$ cat config.mk
export PLATFORM = sky130hd
export DESIGN_NAME = mgmt_write_ctrl_msg_framer
export DESIGN_NICKNAME = d
export VERILOG_FILES = /design/src/common/mgmt_framer_pkg.sv /design/src/hdl/byte_fifo.sv /design/src/hdl/mgmt_write_ctrl_msg_framer.sv
export VERILOG_INCLUDE_DIRS = /design/src /design/src/common
export SDC_FILE = /design/constraint.sdc
export NUM_CORES = 1
export LEC_CHECK = 0
export BUFFER_PORTS_ARGS = -buffer_cell sky130_fd_sc_hd__buf_2
export CAP_MARGIN = 0
export CORE_ASPECT_RATIO = 2
export CORE_UTILIZATION = 40
export CTS_CLUSTER_SIZE = 16
export DETAILED_ROUTE_END_ITERATION = 6
export PLACE_DENSITY = 0.66
export SYNTH_ARGS = -nofsm -noshare
export SYNTH_HDL_FRONTEND = slang
export SYNTH_SLANG_ARGS = --single-unit
$ cat constraint.sdc
create_clock -name mclk_in -period 9.3 [get_ports mclk_in]
set_input_delay 1.86 -clock mclk_in [delete_from_list [all_inputs] [get_ports mclk_in]]
set_output_delay 1.86 -clock mclk_in [all_outputs]
set_load 0.01 [all_outputs]
$ cat src/common/mgmt_framer_defines.svh
// offsets, field positions and sizes of the management message framer
`ifndef MGMT_FRAMER_DEFINES_SVH
`define MGMT_FRAMER_DEFINES_SVH
`define REQ_OCT_CTRL      4'h0
`define REQ_OCT_ADDR_LAST 4'h6
`define REQ_OCT_LEN_HI    4'h7
`define REQ_OCT_LEN_LO    4'h8
`define REQ_OCT_TXN_HI    4'h9
`define REQ_OCT_TXN_LO    4'hA
`define CONF_OCT_CTRL     3'h0
`define CONF_OCT_LEN_HI   3'h1
`define CONF_OCT_LEN_LO   3'h2
`define CONF_OCT_TXN_HI   3'h3
`define CONF_OCT_TXN_LO   3'h4
`define CONF_OCT_BODY     3'h5
`define CTRL_KIND_MASK    8'h0F
`define KIND_FIRST_IF     4'h0
`define KIND_MODEL_LO     4'h1
`define KIND_MODEL_HI     4'h4
`define KIND_SIXTH_IF     4'h5
`define FIFO_WIDTH        8
`define FIFO_DEPTH        8
`define FIFO_CNT_W        4
`define FIFO_ROOM_MAX     4'h6
`endif

$ cat src/common/mgmt_framer_pkg.sv
// types of the management message framer
package mgmt_framer_pkg;
  typedef enum logic [0:0] {PH_REQ_HDR, PH_CONF} phase_t;

  typedef struct packed {
    phase_t      ph;
    logic [3:0]  idx;
    logic [7:0]  ctrl;
    logic [47:0] addr;
    logic [15:0] len;
    logic [15:0] txn;
    logic        is_ctrl;
    logic [15:0] rx_left;
    logic [15:0] tx_left;
    logic [2:0]  hdr_idx;
    logic [2:0]  oidx;
    logic        out_valid;
    logic [7:0]  out_data;
    logic        out_last;
    logic        out_ctrl;
    logic        in_ready;
    logic        hdr_pulse;
    logic [15:0] body_cnt;
    logic        kind_rsvd;
  } state_t;
endpackage

$ cat src/hdl/byte_fifo.sv
// small synchronous fifo with valid/ready on both sides
`timescale 1ns/1ps
`default_nettype none
module byte_fifo #(
  parameter int WIDTH = 8,
  parameter int DEPTH = 8,
  parameter int CNT_W = 4
) (
  input  wire logic             clk_in,
  input  wire logic             rst_n_in,
  input  wire logic             push_valid_in,
  output logic                  push_ready_out,
  input  wire logic [WIDTH-1:0] push_data_in,
  output logic                  pop_valid_out,
  input  wire logic             pop_ready_in,
  output logic [WIDTH-1:0]      pop_data_out,
  output logic [CNT_W-1:0]      count_out
);
  localparam int PW = $clog2(DEPTH);

  typedef struct packed {
    logic [DEPTH-1:0][WIDTH-1:0] mem;
    logic [PW-1:0]               wr;
    logic [PW-1:0]               rd;
    logic [CNT_W-1:0]            cnt;
  } fifo_state_t;

  fifo_state_t q;
  fifo_state_t d;
  logic        push;
  logic        pop;

  assign push_ready_out = (q.cnt != CNT_W'(DEPTH));
  assign pop_valid_out  = (q.cnt != '0);
  assign pop_data_out   = q.mem[q.rd];
  assign count_out      = q.cnt;

  always_comb begin
    d    = q;
    push = push_valid_in && push_ready_out;
    pop  = pop_ready_in && pop_valid_out;
    if (push) begin
      d.mem[q.wr] = push_data_in;
      d.wr        = (q.wr == PW'(DEPTH - 1)) ? '0 : PW'(q.wr + 1'b1);
    end
    if (pop) begin
      d.rd = (q.rd == PW'(DEPTH - 1)) ? '0 : PW'(q.rd + 1'b1);
    end
    d.cnt = CNT_W'(q.cnt + {{(CNT_W-1){1'b0}}, push} - {{(CNT_W-1){1'b0}}, pop});
  end

  always_ff @(posedge clk_in or negedge rst_n_in) begin
    if (!rst_n_in) begin
      q <= '0;
    end else begin
      q <= d;
    end
  end
endmodule
`default_nettype wire

$ cat src/hdl/mgmt_write_ctrl_msg_framer.sv
// parser of write/control requests and builder of their confirmations
// Summary of operation
// the partner sends write requests, unicast or multicast, to this node.
// request octet 0 is control, octets 1 to 6 the requester address.
// a node-originated request carries its registration identifier as address.
// request octets 7 and 8 give the value payload length in bytes.
// request octets 9 and 10 give the transaction id; payload follows.
// the value payload has variable length, meaning set by the request kind.
// the node answers a write request with a unicast write confirmation.
// confirmation: control, length in 1-2, transaction id in 3-4, payload.
// confirmations hold no requester address; length follows control directly.
// control-action requests use the same layout as write requests.
// the node answers a control-action request with a control confirmation.
// control bits 3:0 give the request kind; 0 and 5 defined, rest reserved.
// reserved control bits 7:4 are sent as zero and ignored on receipt.
// the requester counts transaction ids from zero, wrapping after the maximum.
// every accepted request gets its matching confirmation; length counts payload.
// multi-octet fields travel most significant octet first.
`timescale 1ns/1ps
`default_nettype none
`include "mgmt_framer_defines.svh"
module mgmt_write_ctrl_msg_framer (
  input  wire logic        mclk_in,
  input  wire logic        arst_n_in,
  input  wire logic        req_valid_in,
  input  wire logic [7:0]  req_data_in,
  input  wire logic        req_is_control_in,
  output logic             req_ready_out,
  output logic             conf_valid_out,
  output logic [7:0]       conf_data_out,
  output logic             conf_last_out,
  output logic             conf_is_control_out,
  input  wire logic        conf_ready_in,
  output logic             req_hdr_valid_out,
  output logic [47:0]      requester_address_out,
  output logic [3:0]       request_kind_out,
  output logic             kind_reserved_out,
  output logic [15:0]      value_length_out,
  output logic [15:0]      transaction_id_out
);
  mgmt_framer_pkg::state_t q;
  mgmt_framer_pkg::state_t d;
  logic                    rst_meta_q;
  logic                    rst_n;
  logic                    acc;
  logic                    ld;
  logic                    push;
  logic                    pop;
  logic                    fifo_push_ready;
  logic                    fifo_pop_valid;
  logic [7:0]              fifo_data;
  logic [`FIFO_CNT_W-1:0]  fifo_count;

  function automatic logic [15:0] shift16(input logic [15:0] old, input logic [7:0] b);
    shift16 = {old[7:0], b};
  endfunction

  function automatic logic is_reserved(input logic [7:0] c);
    is_reserved = (c[3:0] != `KIND_FIRST_IF) && (c[3:0] != `KIND_SIXTH_IF);
  endfunction

  // reset enters asynchronously, leaves synchronously
  always_ff @(posedge mclk_in or negedge arst_n_in) begin
    if (!arst_n_in) begin
      rst_meta_q <= 1'b0;
      rst_n      <= 1'b0;
    end else begin
      rst_meta_q <= 1'b1;
      rst_n      <= rst_meta_q;
    end
  end

  byte_fifo #(
    .WIDTH (`FIFO_WIDTH),
    .DEPTH (`FIFO_DEPTH),
    .CNT_W (`FIFO_CNT_W)
  ) u_payload_fifo (
    .clk_in         (mclk_in),
    .rst_n_in       (rst_n),
    .push_valid_in  (push),
    .push_ready_out (fifo_push_ready),
    .push_data_in   (req_data_in),
    .pop_valid_out  (fifo_pop_valid),
    .pop_ready_in   (pop),
    .pop_data_out   (fifo_data),
    .count_out      (fifo_count)
  );

  always_comb begin
    d           = q;
    d.hdr_pulse = 1'b0;
    acc         = req_valid_in && q.in_ready;
    ld          = !q.out_valid || conf_ready_in;
    push        = acc && (q.ph == mgmt_framer_pkg::PH_CONF);
    pop         = fifo_pop_valid && ld && (q.ph == mgmt_framer_pkg::PH_CONF) &&
                  (q.hdr_idx == `CONF_OCT_BODY) && (q.tx_left != 16'h0000);
    unique case (q.ph)
      mgmt_framer_pkg::PH_REQ_HDR: begin
        // the last confirmation byte may still stand here; drop it once taken
        if (conf_ready_in) begin
          d.out_valid = 1'b0;
          d.out_last  = 1'b0;
        end
        if (acc) begin
          d.idx = 4'(q.idx + 4'h1);
          if (q.idx == `REQ_OCT_CTRL) begin
            d.ctrl    = req_data_in & `CTRL_KIND_MASK;
            d.is_ctrl = req_is_control_in;
          end else if (q.idx <= `REQ_OCT_ADDR_LAST) begin
            d.addr = {q.addr[39:0], req_data_in};
          end else if (q.idx <= `REQ_OCT_LEN_LO) begin
            d.len = shift16(q.len, req_data_in);
          end else begin
            d.txn = shift16(q.txn, req_data_in);
          end
          if (q.idx == `REQ_OCT_TXN_LO) begin
            d.ph        = mgmt_framer_pkg::PH_CONF;
            d.idx       = 4'h0;
            d.hdr_idx   = `CONF_OCT_CTRL;
            d.rx_left   = q.len;
            d.tx_left   = q.len;
            d.body_cnt  = 16'h0000;
            d.hdr_pulse = 1'b1;
          end
        end
      end
      mgmt_framer_pkg::PH_CONF: begin
        if (push) begin
          d.rx_left = q.rx_left - 16'h0001;
        end
        if (ld) begin
          d.out_valid = 1'b0;
          d.out_last  = 1'b0;
          if (q.hdr_idx != `CONF_OCT_BODY) begin
            // no address field: length sits right after the control octet
            unique case (q.hdr_idx)
              `CONF_OCT_CTRL:   d.out_data = q.ctrl;
              `CONF_OCT_LEN_HI: d.out_data = q.len[15:8];
              `CONF_OCT_LEN_LO: d.out_data = q.len[7:0];
              `CONF_OCT_TXN_HI: d.out_data = q.txn[15:8];
              default:          d.out_data = q.txn[7:0];
            endcase
            d.out_valid = 1'b1;
            d.oidx      = q.hdr_idx;
            d.out_ctrl  = q.is_ctrl;
            d.out_last  = (q.hdr_idx == `CONF_OCT_TXN_LO) && (q.len == 16'h0000);
            d.hdr_idx   = 3'(q.hdr_idx + 3'h1);
          end else if (pop) begin
            d.out_valid = 1'b1;
            d.out_data  = fifo_data;
            d.oidx      = `CONF_OCT_BODY;
            d.tx_left   = q.tx_left - 16'h0001;
            d.body_cnt  = q.body_cnt + 16'h0001;
            d.out_last  = (q.tx_left == 16'h0001);
          end
          if (d.out_last) begin
            d.ph = mgmt_framer_pkg::PH_REQ_HDR;
          end
        end
      end
    endcase
    d.kind_rsvd = is_reserved(d.ctrl);
    // registered ready looks one cycle ahead, so the byte taken in that cycle fills the last fifo slot
    d.in_ready = (d.ph == mgmt_framer_pkg::PH_REQ_HDR) ||
                 ((d.rx_left != 16'h0000) && (fifo_count <= `FIFO_ROOM_MAX));
  end

  always_ff @(posedge mclk_in or negedge rst_n) begin
    if (!rst_n) begin
      q <= '0;
    end else begin
      q <= d;
    end
  end

  assign req_ready_out         = q.in_ready;
  assign conf_valid_out        = q.out_valid;
  assign conf_data_out         = q.out_data;
  assign conf_last_out         = q.out_last;
  assign conf_is_control_out   = q.out_ctrl;
  assign req_hdr_valid_out     = q.hdr_pulse;
  assign requester_address_out = q.addr;
  assign request_kind_out      = q.ctrl[3:0];
  assign kind_reserved_out     = q.kind_rsvd;
  assign value_length_out      = q.len;
  assign transaction_id_out    = q.txn;
endmodule
`default_nettype wire

Yosys cells after proc, flatten, opt, wreduce, memory -nomap -nowiden
Index checks and enable logic that the tools add are counted.
{ "totals": {"register_bits": 218, "latchBits": 0, "ram_bits": 0, "mem_bits_ro": 0, "output_inout_bits": 98, "mem_count": 0} }
{ "classes": {"add_sub_neg": 8, "n_mul": 0, "div_mod_pow": 0, "order_cmp": 6, "n_eq_ne": 20, "shift": 0, "muxes": 39, "bitwise_logic": 5, "reduce_logical": 32} }
{ "ops": {"columns": ["cell", "n"], "rows": [
  ["$mux 129", 1],
  ["$mux 85", 1],
  ["$mux 16", 5],
  ["$mux 80", 1],
  ["$pmux 35 s2", 1],
  ["$bwmux 64", 1],
  ["$mux 13", 4],
  ["$mux 48", 1],
  ["$mux 35", 1],
  ["$mux 17", 2],
  ["$mux 33", 1],
  ["$mux 32", 1],
  ["$pmux 8 s4", 1],
  ["$reduce_bool 16->1", 2],
  ["$sub 16x1->16 const B", 2],
  ["$bmux 8 s3", 1],
  ["$demux 8 s3", 1],
  ["$eq 16x1->1 const B", 1],
  ["$logic_not 16->1", 1],
  ["$mux 8", 2],
  ["$reduce_and 5->1", 3],
  ["$eq 3x3->1 const B", 4],
  ["$logic_and 1x1->1", 12],
  ["$add 3x1->3 const B", 3],
  ["other kinds (30)", 57]
]} }

Logic depth before layout (Yosys ltp)
{ "depth": {"word_depth": 15, "depth_mapped": 14, "depth_no_buf": 12} }

Cells and area by module
A second synthesis with hierarchy kept.
{ "unflattened": {"hier_cells": 890, "hier_area_um2": 10926.7} }
{ "by_module_without_submodules": {"columns": ["module", "n_inst", "cells_per_inst", "area_per_inst_um2", "seq_area_each_um2"], "rows": [
  ["mgmt_write_ctrl_msg_framer", 1, 665, 7307.0, 3528.4],
  ["byte_fifo", 1, 225, 3619.7, 1851.8]
]} }

Worst setup path before layout
No wires, ideal clock.
{ "synth_timing": {"path_kind": "input port to flip-flop", "startpoint": "input port conf_ready_in", "endpoint": "register u_payload_fifo.q (netlist bit u_payload_fifo.count_out[2])", "t_arrival_ns": 3.941, "required_time_ns": 9.177, "path_slack_ns": 5.236, "path_stages": 12, "cell_sequence": "nand2b_1 > nand4_1 > a31o_2 > inv_1 > clkbuf_1 > clkbuf_1 > ha_1 > inv_1 > ha_1 > inv_1 > fa_1 > xnor2_1"} }
{ "synth_lines": {"columns": ["element", "line", "text"], "rows": [
  ["start: declaration", "mgmt_write_ctrl_msg_framer.sv:33", "input wire logic conf_ready_in,"],
  ["end signal: assignment", "byte_fifo.sv:54", "q <= '0;"],
  ["end signal: assignment", "byte_fifo.sv:56", "q <= d;"],
  ["end: declaration", "byte_fifo.sv:28", "fifo_state_t q;"]
]} }

==> flow_summary.html <==
<table>
<tr><th>Metric</th><th>Value</th></tr>
<tr><th colspan="2">Run status</th></tr>
<tr><td>Status</td><td>finished, final reports clean</td></tr>
<tr><th colspan="2">Yosys</th></tr>
<tr><td>Parity-gate share of the synthesized area counting xor and xnor cells</td><td>0.0170</td></tr>
<tr><td>Flops &amp; latches, synth</td><td>215</td></tr>
<tr><td>Combinational family with the most area after synthesis</td><td>multiplexers</td></tr>
<tr><td>Cell count after synthesis</td><td>908</td></tr>
<tr><td>Mean post-synth cell area</td><td>11.9 um2</td></tr>
<tr><td>Post-synth EDFFs</td><td>0</td></tr>
<tr><td>Fraction of the mapped netlist area in adder cells</td><td>0.0238</td></tr>
<tr><td>Count of unique library cells instantiated by Yosys</td><td>67</td></tr>
<tr><td>Synthesis warning total</td><td>0</td></tr>
<tr><td>Share of synthesized registers carrying an async set or reset</td><td>1.00</td></tr>
<tr><td>Mapped cell area</td><td>0.0108 mm2</td></tr>
<tr><td>Post-synth net total</td><td>941</td></tr>
<tr><td>Leading register cell type out of synthesis</td><td>sky130_fd_sc_hd__dfrtp_1</td></tr>
<tr><td>Post-synthesis simple-gate area fraction</td><td>0.0951</td></tr>
<tr><td>Fraction of the mapped netlist area in compound gates</td><td>0.0746</td></tr>
<tr><td>Mux cell area share after synthesis</td><td>0.200</td></tr>
<tr><td>Fraction of the yosys area taken by sequential cells</td><td>0.497</td></tr>
<tr><th colspan="2">Die</th></tr>
<tr><td>Initial standard-cell utilization of the core</td><td>0.410</td></tr>
<tr><td>Chip width</td><td>118 um</td></tr>
<tr><td>Die Outline Area</td><td>0.0277 mm2</td></tr>
<tr><td>Core Box Area</td><td>0.0264 mm2</td></tr>
<tr><td>Std cell rows</td><td>84</td></tr>
<tr><td>I/O pin count</td><td>111</td></tr>
<tr><td>Die height</td><td>235 um</td></tr>
<tr><th colspan="2">Global route</th></tr>
<tr><td>First-pass GRT wire length</td><td>41.3 mm</td></tr>
<tr><td>Number of global-route vias before repair</td><td>7,348</td></tr>
<tr><td>Pin count of the biggest net entering global routing</td><td>171</td></tr>
<tr><td>Antenna violations before repair</td><td>0</td></tr>
<tr><td>Global routing usage summed across all routing layers</td><td>0.195</td></tr>
<tr><td>Sum of overflow across all layers after global routing</td><td>0</td></tr>
<tr><th colspan="2">Pwr</th></tr>
<tr><td>VDD IR max</td><td>0.000148 V</td></tr>
<tr><td>Leak Pwr</td><td>5.22 nW</td></tr>
<tr><td>Pwr Total</td><td>4.26 mW</td></tr>
<tr><td>Total power divided by cell area</td><td>364 mW/mm2</td></tr>
<tr><th colspan="2">STA</th></tr>
<tr><td>Final number of setup-violating endpoints</td><td>0</td></tr>
<tr><td>Number of endpoints with negative hold slack in the final report</td><td>0</td></tr>
<tr><td>Hold_ws</td><td>0.337 ns</td></tr>
<tr><td>Worst max-slew margin expressed relative to the limit</td><td>0.394</td></tr>
<tr><td>Worst setup skew after layout</td><td>0.0202 ns</td></tr>
<tr><td>Slew at the pin with the worst max-slew slack</td><td>0.909 ns</td></tr>
<tr><td>Number of max-slew violations in the final report</td><td>0</td></tr>
<tr><td>Final period util</td><td>0.415</td></tr>
<tr><td>Final setup slack of the worst path</td><td>5.44 ns</td></tr>
<tr><td>Unrepaired setup endpoints after global routing</td><td>no</td></tr>
<tr><td>Maximum frequency from static timing analysis</td><td>0.259 GHz</td></tr>
<tr><td>Post-route setup TNS</td><td>0 ns</td></tr>
<tr><td>Post-route minimum period</td><td>3.86 ns</td></tr>
<tr><th colspan="2">Place</th></tr>
<tr><td>Setup WS pre-CTS</td><td>4.94 ns</td></tr>
<tr><td>Placer's final routability congestion estimate</td><td>0.860</td></tr>
<tr><td>Placed cell areas</td><td>0.0110 mm2</td></tr>
<tr><td>IO Port Bufs</td><td>110</td></tr>
<tr><td>Cell count after placement</td><td>1,231</td></tr>
<tr><td>Post-DP HPWL</td><td>19.2 mm</td></tr>
<tr><th colspan="2">Drt</th></tr>
<tr><td>Post-detailed-route count of antenna-violating nets</td><td>0</td></tr>
<tr><td>Detailed-route wire length per cell</td><td>20.8 um</td></tr>
<tr><td>First drt pass iteration count</td><td>5</td></tr>
<tr><td>Overall routed net length</td><td>26.3 mm</td></tr>
<tr><td>DRC violations left</td><td>0</td></tr>
<tr><td>1st-iter DRT viols</td><td>541</td></tr>
<tr><td>Via count</td><td>6,967</td></tr>
<tr><td>Avg Vias per Cell</td><td>5.49</td></tr>
<tr><th colspan="2">CTS</th></tr>
<tr><td>Number of buffers inserted during clock tree synthesis</td><td>21</td></tr>
<tr><td>Clock Latency Late Sink</td><td>0.52 ns</td></tr>
<tr><td>Number of levels the H-tree was split into</td><td>1</td></tr>
<tr><td>Maximum root-to-sink buffer count</td><td>3</td></tr>
<tr><td>Hold buffers post-CTS</td><td>0</td></tr>
<tr><td>Clock root cell</td><td>sky130_fd_sc_hd__clkbuf_16</td></tr>
<tr><td>Clock Pin Slew Worst Setup and Hold Paths</td><td>0.07 ns</td></tr>
<tr><td>TritonCTS Sinks</td><td>215</td></tr>
<tr><td>Clock tree from TritonCTS</td><td>built</td></tr>
<tr><td>CTS-repair resized insts</td><td>0</td></tr>
<tr><td>Post-CTS repair timing setup buffer count</td><td>0</td></tr>
<tr><th colspan="2">Setup path</th></tr>
<tr><td>Element type at the critical path end</td><td>register</td></tr>
<tr><td>Critical path peak fanout</td><td>15</td></tr>
<tr><td>Worst path required time</td><td>9.70 ns</td></tr>
<tr><td>Critical Path Source Type</td><td>input pin</td></tr>
<tr><td>Worst-case reg-to-reg path depth</td><td>13</td></tr>
<tr><td>Reg-to-reg slack, setup</td><td>6.10 ns</td></tr>
<tr><td>Source of the critical timing path</td><td>req_valid_in</td></tr>
<tr><td>CP arrival</td><td>4.26 ns</td></tr>
<tr><td>Endpoint of the most critical register-to-register path</td><td>u_payload_fifo.count_out[2]</td></tr>
<tr><td>Worst flop-to-flop path startpoint</td><td>q[34]</td></tr>
<tr><td>CP Capture Point</td><td>req_ready_out</td></tr>
<tr><td>Path type of the worst setup path</td><td>in -&gt; reg</td></tr>
<tr><th colspan="2">Final layout</th></tr>
<tr><td>Antenna cells</td><td>0</td></tr>
<tr><td>Fraction of final layout cells with drive strength greater than 1</td><td>0.361</td></tr>
<tr><td>Commonest non-fill, non-tap cell in the layout</td><td>sky130_fd_sc_hd__dfrtp_1</td></tr>
<tr><td>Non-filler cells, final</td><td>1,268</td></tr>
<tr><td>Commonest non-fill, non-tap cells in the layout</td><td>sky130_fd_sc_hd__dfrtp_1 (214), sky130_fd_sc_hd__mux2_2 (150), sky130_fd_sc_hd__buf_2 (110)</td></tr>
<tr><td>Syn-to-layout area delta</td><td>8.11%</td></tr>
<tr><td>Final standard cell utilization of the core</td><td>0.443</td></tr>
<tr><td>Net total in the final layout</td><td>943</td></tr>
<tr><td>Layout Cell Area excl Fill</td><td>0.0117 mm2</td></tr>
<tr><th colspan="2">Min path</th></tr>
<tr><td>Path category of the worst min-delay check</td><td>reg -&gt; async</td></tr>
<tr><th colspan="2">Job</th></tr>
<tr><td>Number of max-cap violations</td><td>0</td></tr>
</table>
[cells in the mapped netlist, types with 3 or more instances]
library cell / instances / area [um2]
sky130_fd_sc_hd__or3_1: 5 / 31.3
sky130_fd_sc_hd__a222oi_1: 4 / 40.0
sky130_fd_sc_hd__a22oi_1: 10 / 75.1
sky130_fd_sc_hd__o221ai_1: 4 / 35.0
sky130_fd_sc_hd__buf_4: 97 / 728
sky130_fd_sc_hd__nor4_1: 9 / 56.3
sky130_fd_sc_hd__nand2b_1: 5 / 31.3
sky130_fd_sc_hd__ha_1: 19 / 238
sky130_fd_sc_hd__a31oi_1: 6 / 37.5
sky130_fd_sc_hd__and3_1: 9 / 56.3
sky130_fd_sc_hd__a21oi_1: 25 / 125
sky130_fd_sc_hd__mux4_2: 16 / 360
sky130_fd_sc_hd__dfrtp_1: 215 / 5380
sky130_fd_sc_hd__inv_1: 27 / 101
sky130_fd_sc_hd__nand2_1: 62 / 233
sky130_fd_sc_hd__mux2_2: 150 / 1690
sky130_fd_sc_hd__nor2b_1: 5 / 31.3
sky130_fd_sc_hd__nor2_1: 20 / 75.1
sky130_fd_sc_hd__o221a_2: 4 / 45.0
sky130_fd_sc_hd__o21ai_0: 25 / 125
sky130_fd_sc_hd__nand3_1: 18 / 90.1
sky130_fd_sc_hd__or4_1: 8 / 60.1
sky130_fd_sc_hd__nand3b_1: 7 / 52.6
sky130_fd_sc_hd__clkbuf_1: 32 / 120
sky130_fd_sc_hd__o311ai_0: 3 / 26.3
sky130_fd_sc_hd__buf_1: 6 / 22.5
sky130_fd_sc_hd__nor3_1: 13 / 65.1
sky130_fd_sc_hd__buf_2: 3 / 15.0
sky130_fd_sc_hd__mux2i_1: 11 / 110
sky130_fd_sc_hd__a211oi_1: 11 / 82.6
sky130_fd_sc_hd__xor2_1: 9 / 78.8
sky130_fd_sc_hd__xnor2_1: 12 / 105
sky130_fd_sc_hd__o22ai_1: 4 / 25.0
sky130_fd_sc_hd__o211ai_1: 4 / 30.0
sky130_fd_sc_hd__nand4_1: 10 / 62.6
[flip-flops by register name (all words and copies together), names as in the netlist]
name	count
q	41
conf_valid_out	1
u_payload_fifo.count_out	4
transaction_id_out	16
kind_reserved_out	1
u_payload_fifo.q	70
conf_data_out	8
req_ready_out	1
rst_n	1
conf_is_control_out	1
requester_address_out	48
request_kind_out	4
value_length_out	16
rst_meta_q	1
req_hdr_valid_out	1
conf_last_out	1
[cell type report]
type                    instances  area (um2)
multi-input cells             527        4450
fillers                      2386       14700
clock buffers                  28         582
repair buffers                118         623
inverters                      27         101
flip-flops and latches        215        5380
well taps                     344         430
clock inverters                 9         124
[critical path: stages]
cell,delay (ns)
sky130_fd_sc_hd__buf_2,0.15
sky130_fd_sc_hd__and2_1,0.47
sky130_fd_sc_hd__nand2_1,0.39
sky130_fd_sc_hd__a211oi_1,0.37
sky130_fd_sc_hd__a21oi_1,0.09
sky130_fd_sc_hd__or4_1,0.55
sky130_fd_sc_hd__nor4b_2,0.28
sky130_fd_sc_hd__o21ai_1,0.09
[worst min-delay path by stage]
stage / start / endpoint / slack, ns / cells past startpoint
floorplan: rst_meta_q / rst_n / 0.33 / 0
global placement: rst_meta_q / rst_n / 0.34 / 0
detailed placement: rst_n / requester_address_out[36] / 0.35 / 0
CTS: rst_n / requester_address_out[36] / 0.37 / 0
global route: rst_meta_q / rst_n / 0.39 / 0
finish: rst_n / requester_address_out[43] / 0.34 / 0
[logic make-up after synthesis]
kind of cell,Yosys count
flops,215
simple gates,190
mux,177
buf+inv,166
compound gates,118
xor+xnor,21
fa+ha+maj,20
other cells,1
[power breakdown]
| group | total (mW) | switching (mW) | leakage (nW) | internal [mW] |
|---|---|---|---|---|
| Clock | 0.886 | 0.363 | 0.352 | 0.523 |
| Combinational | 1.56 | 0.775 | 2.22 | 0.780 |
| Sequential | 1.82 | 0.469 | 2.64 | 1.35 |
[metal layers]
metal  vias to the layer above  global-route usage  wire (um)
met2                       176               0.380      14900
met4                         0               0.129       1530
met5                         -                   0          0
met1                      3537               0.193       9050
met3                        76              0.0201        856
li1                       3178                   -          -
No activity file was read; power rests on OpenSTA's default activity.
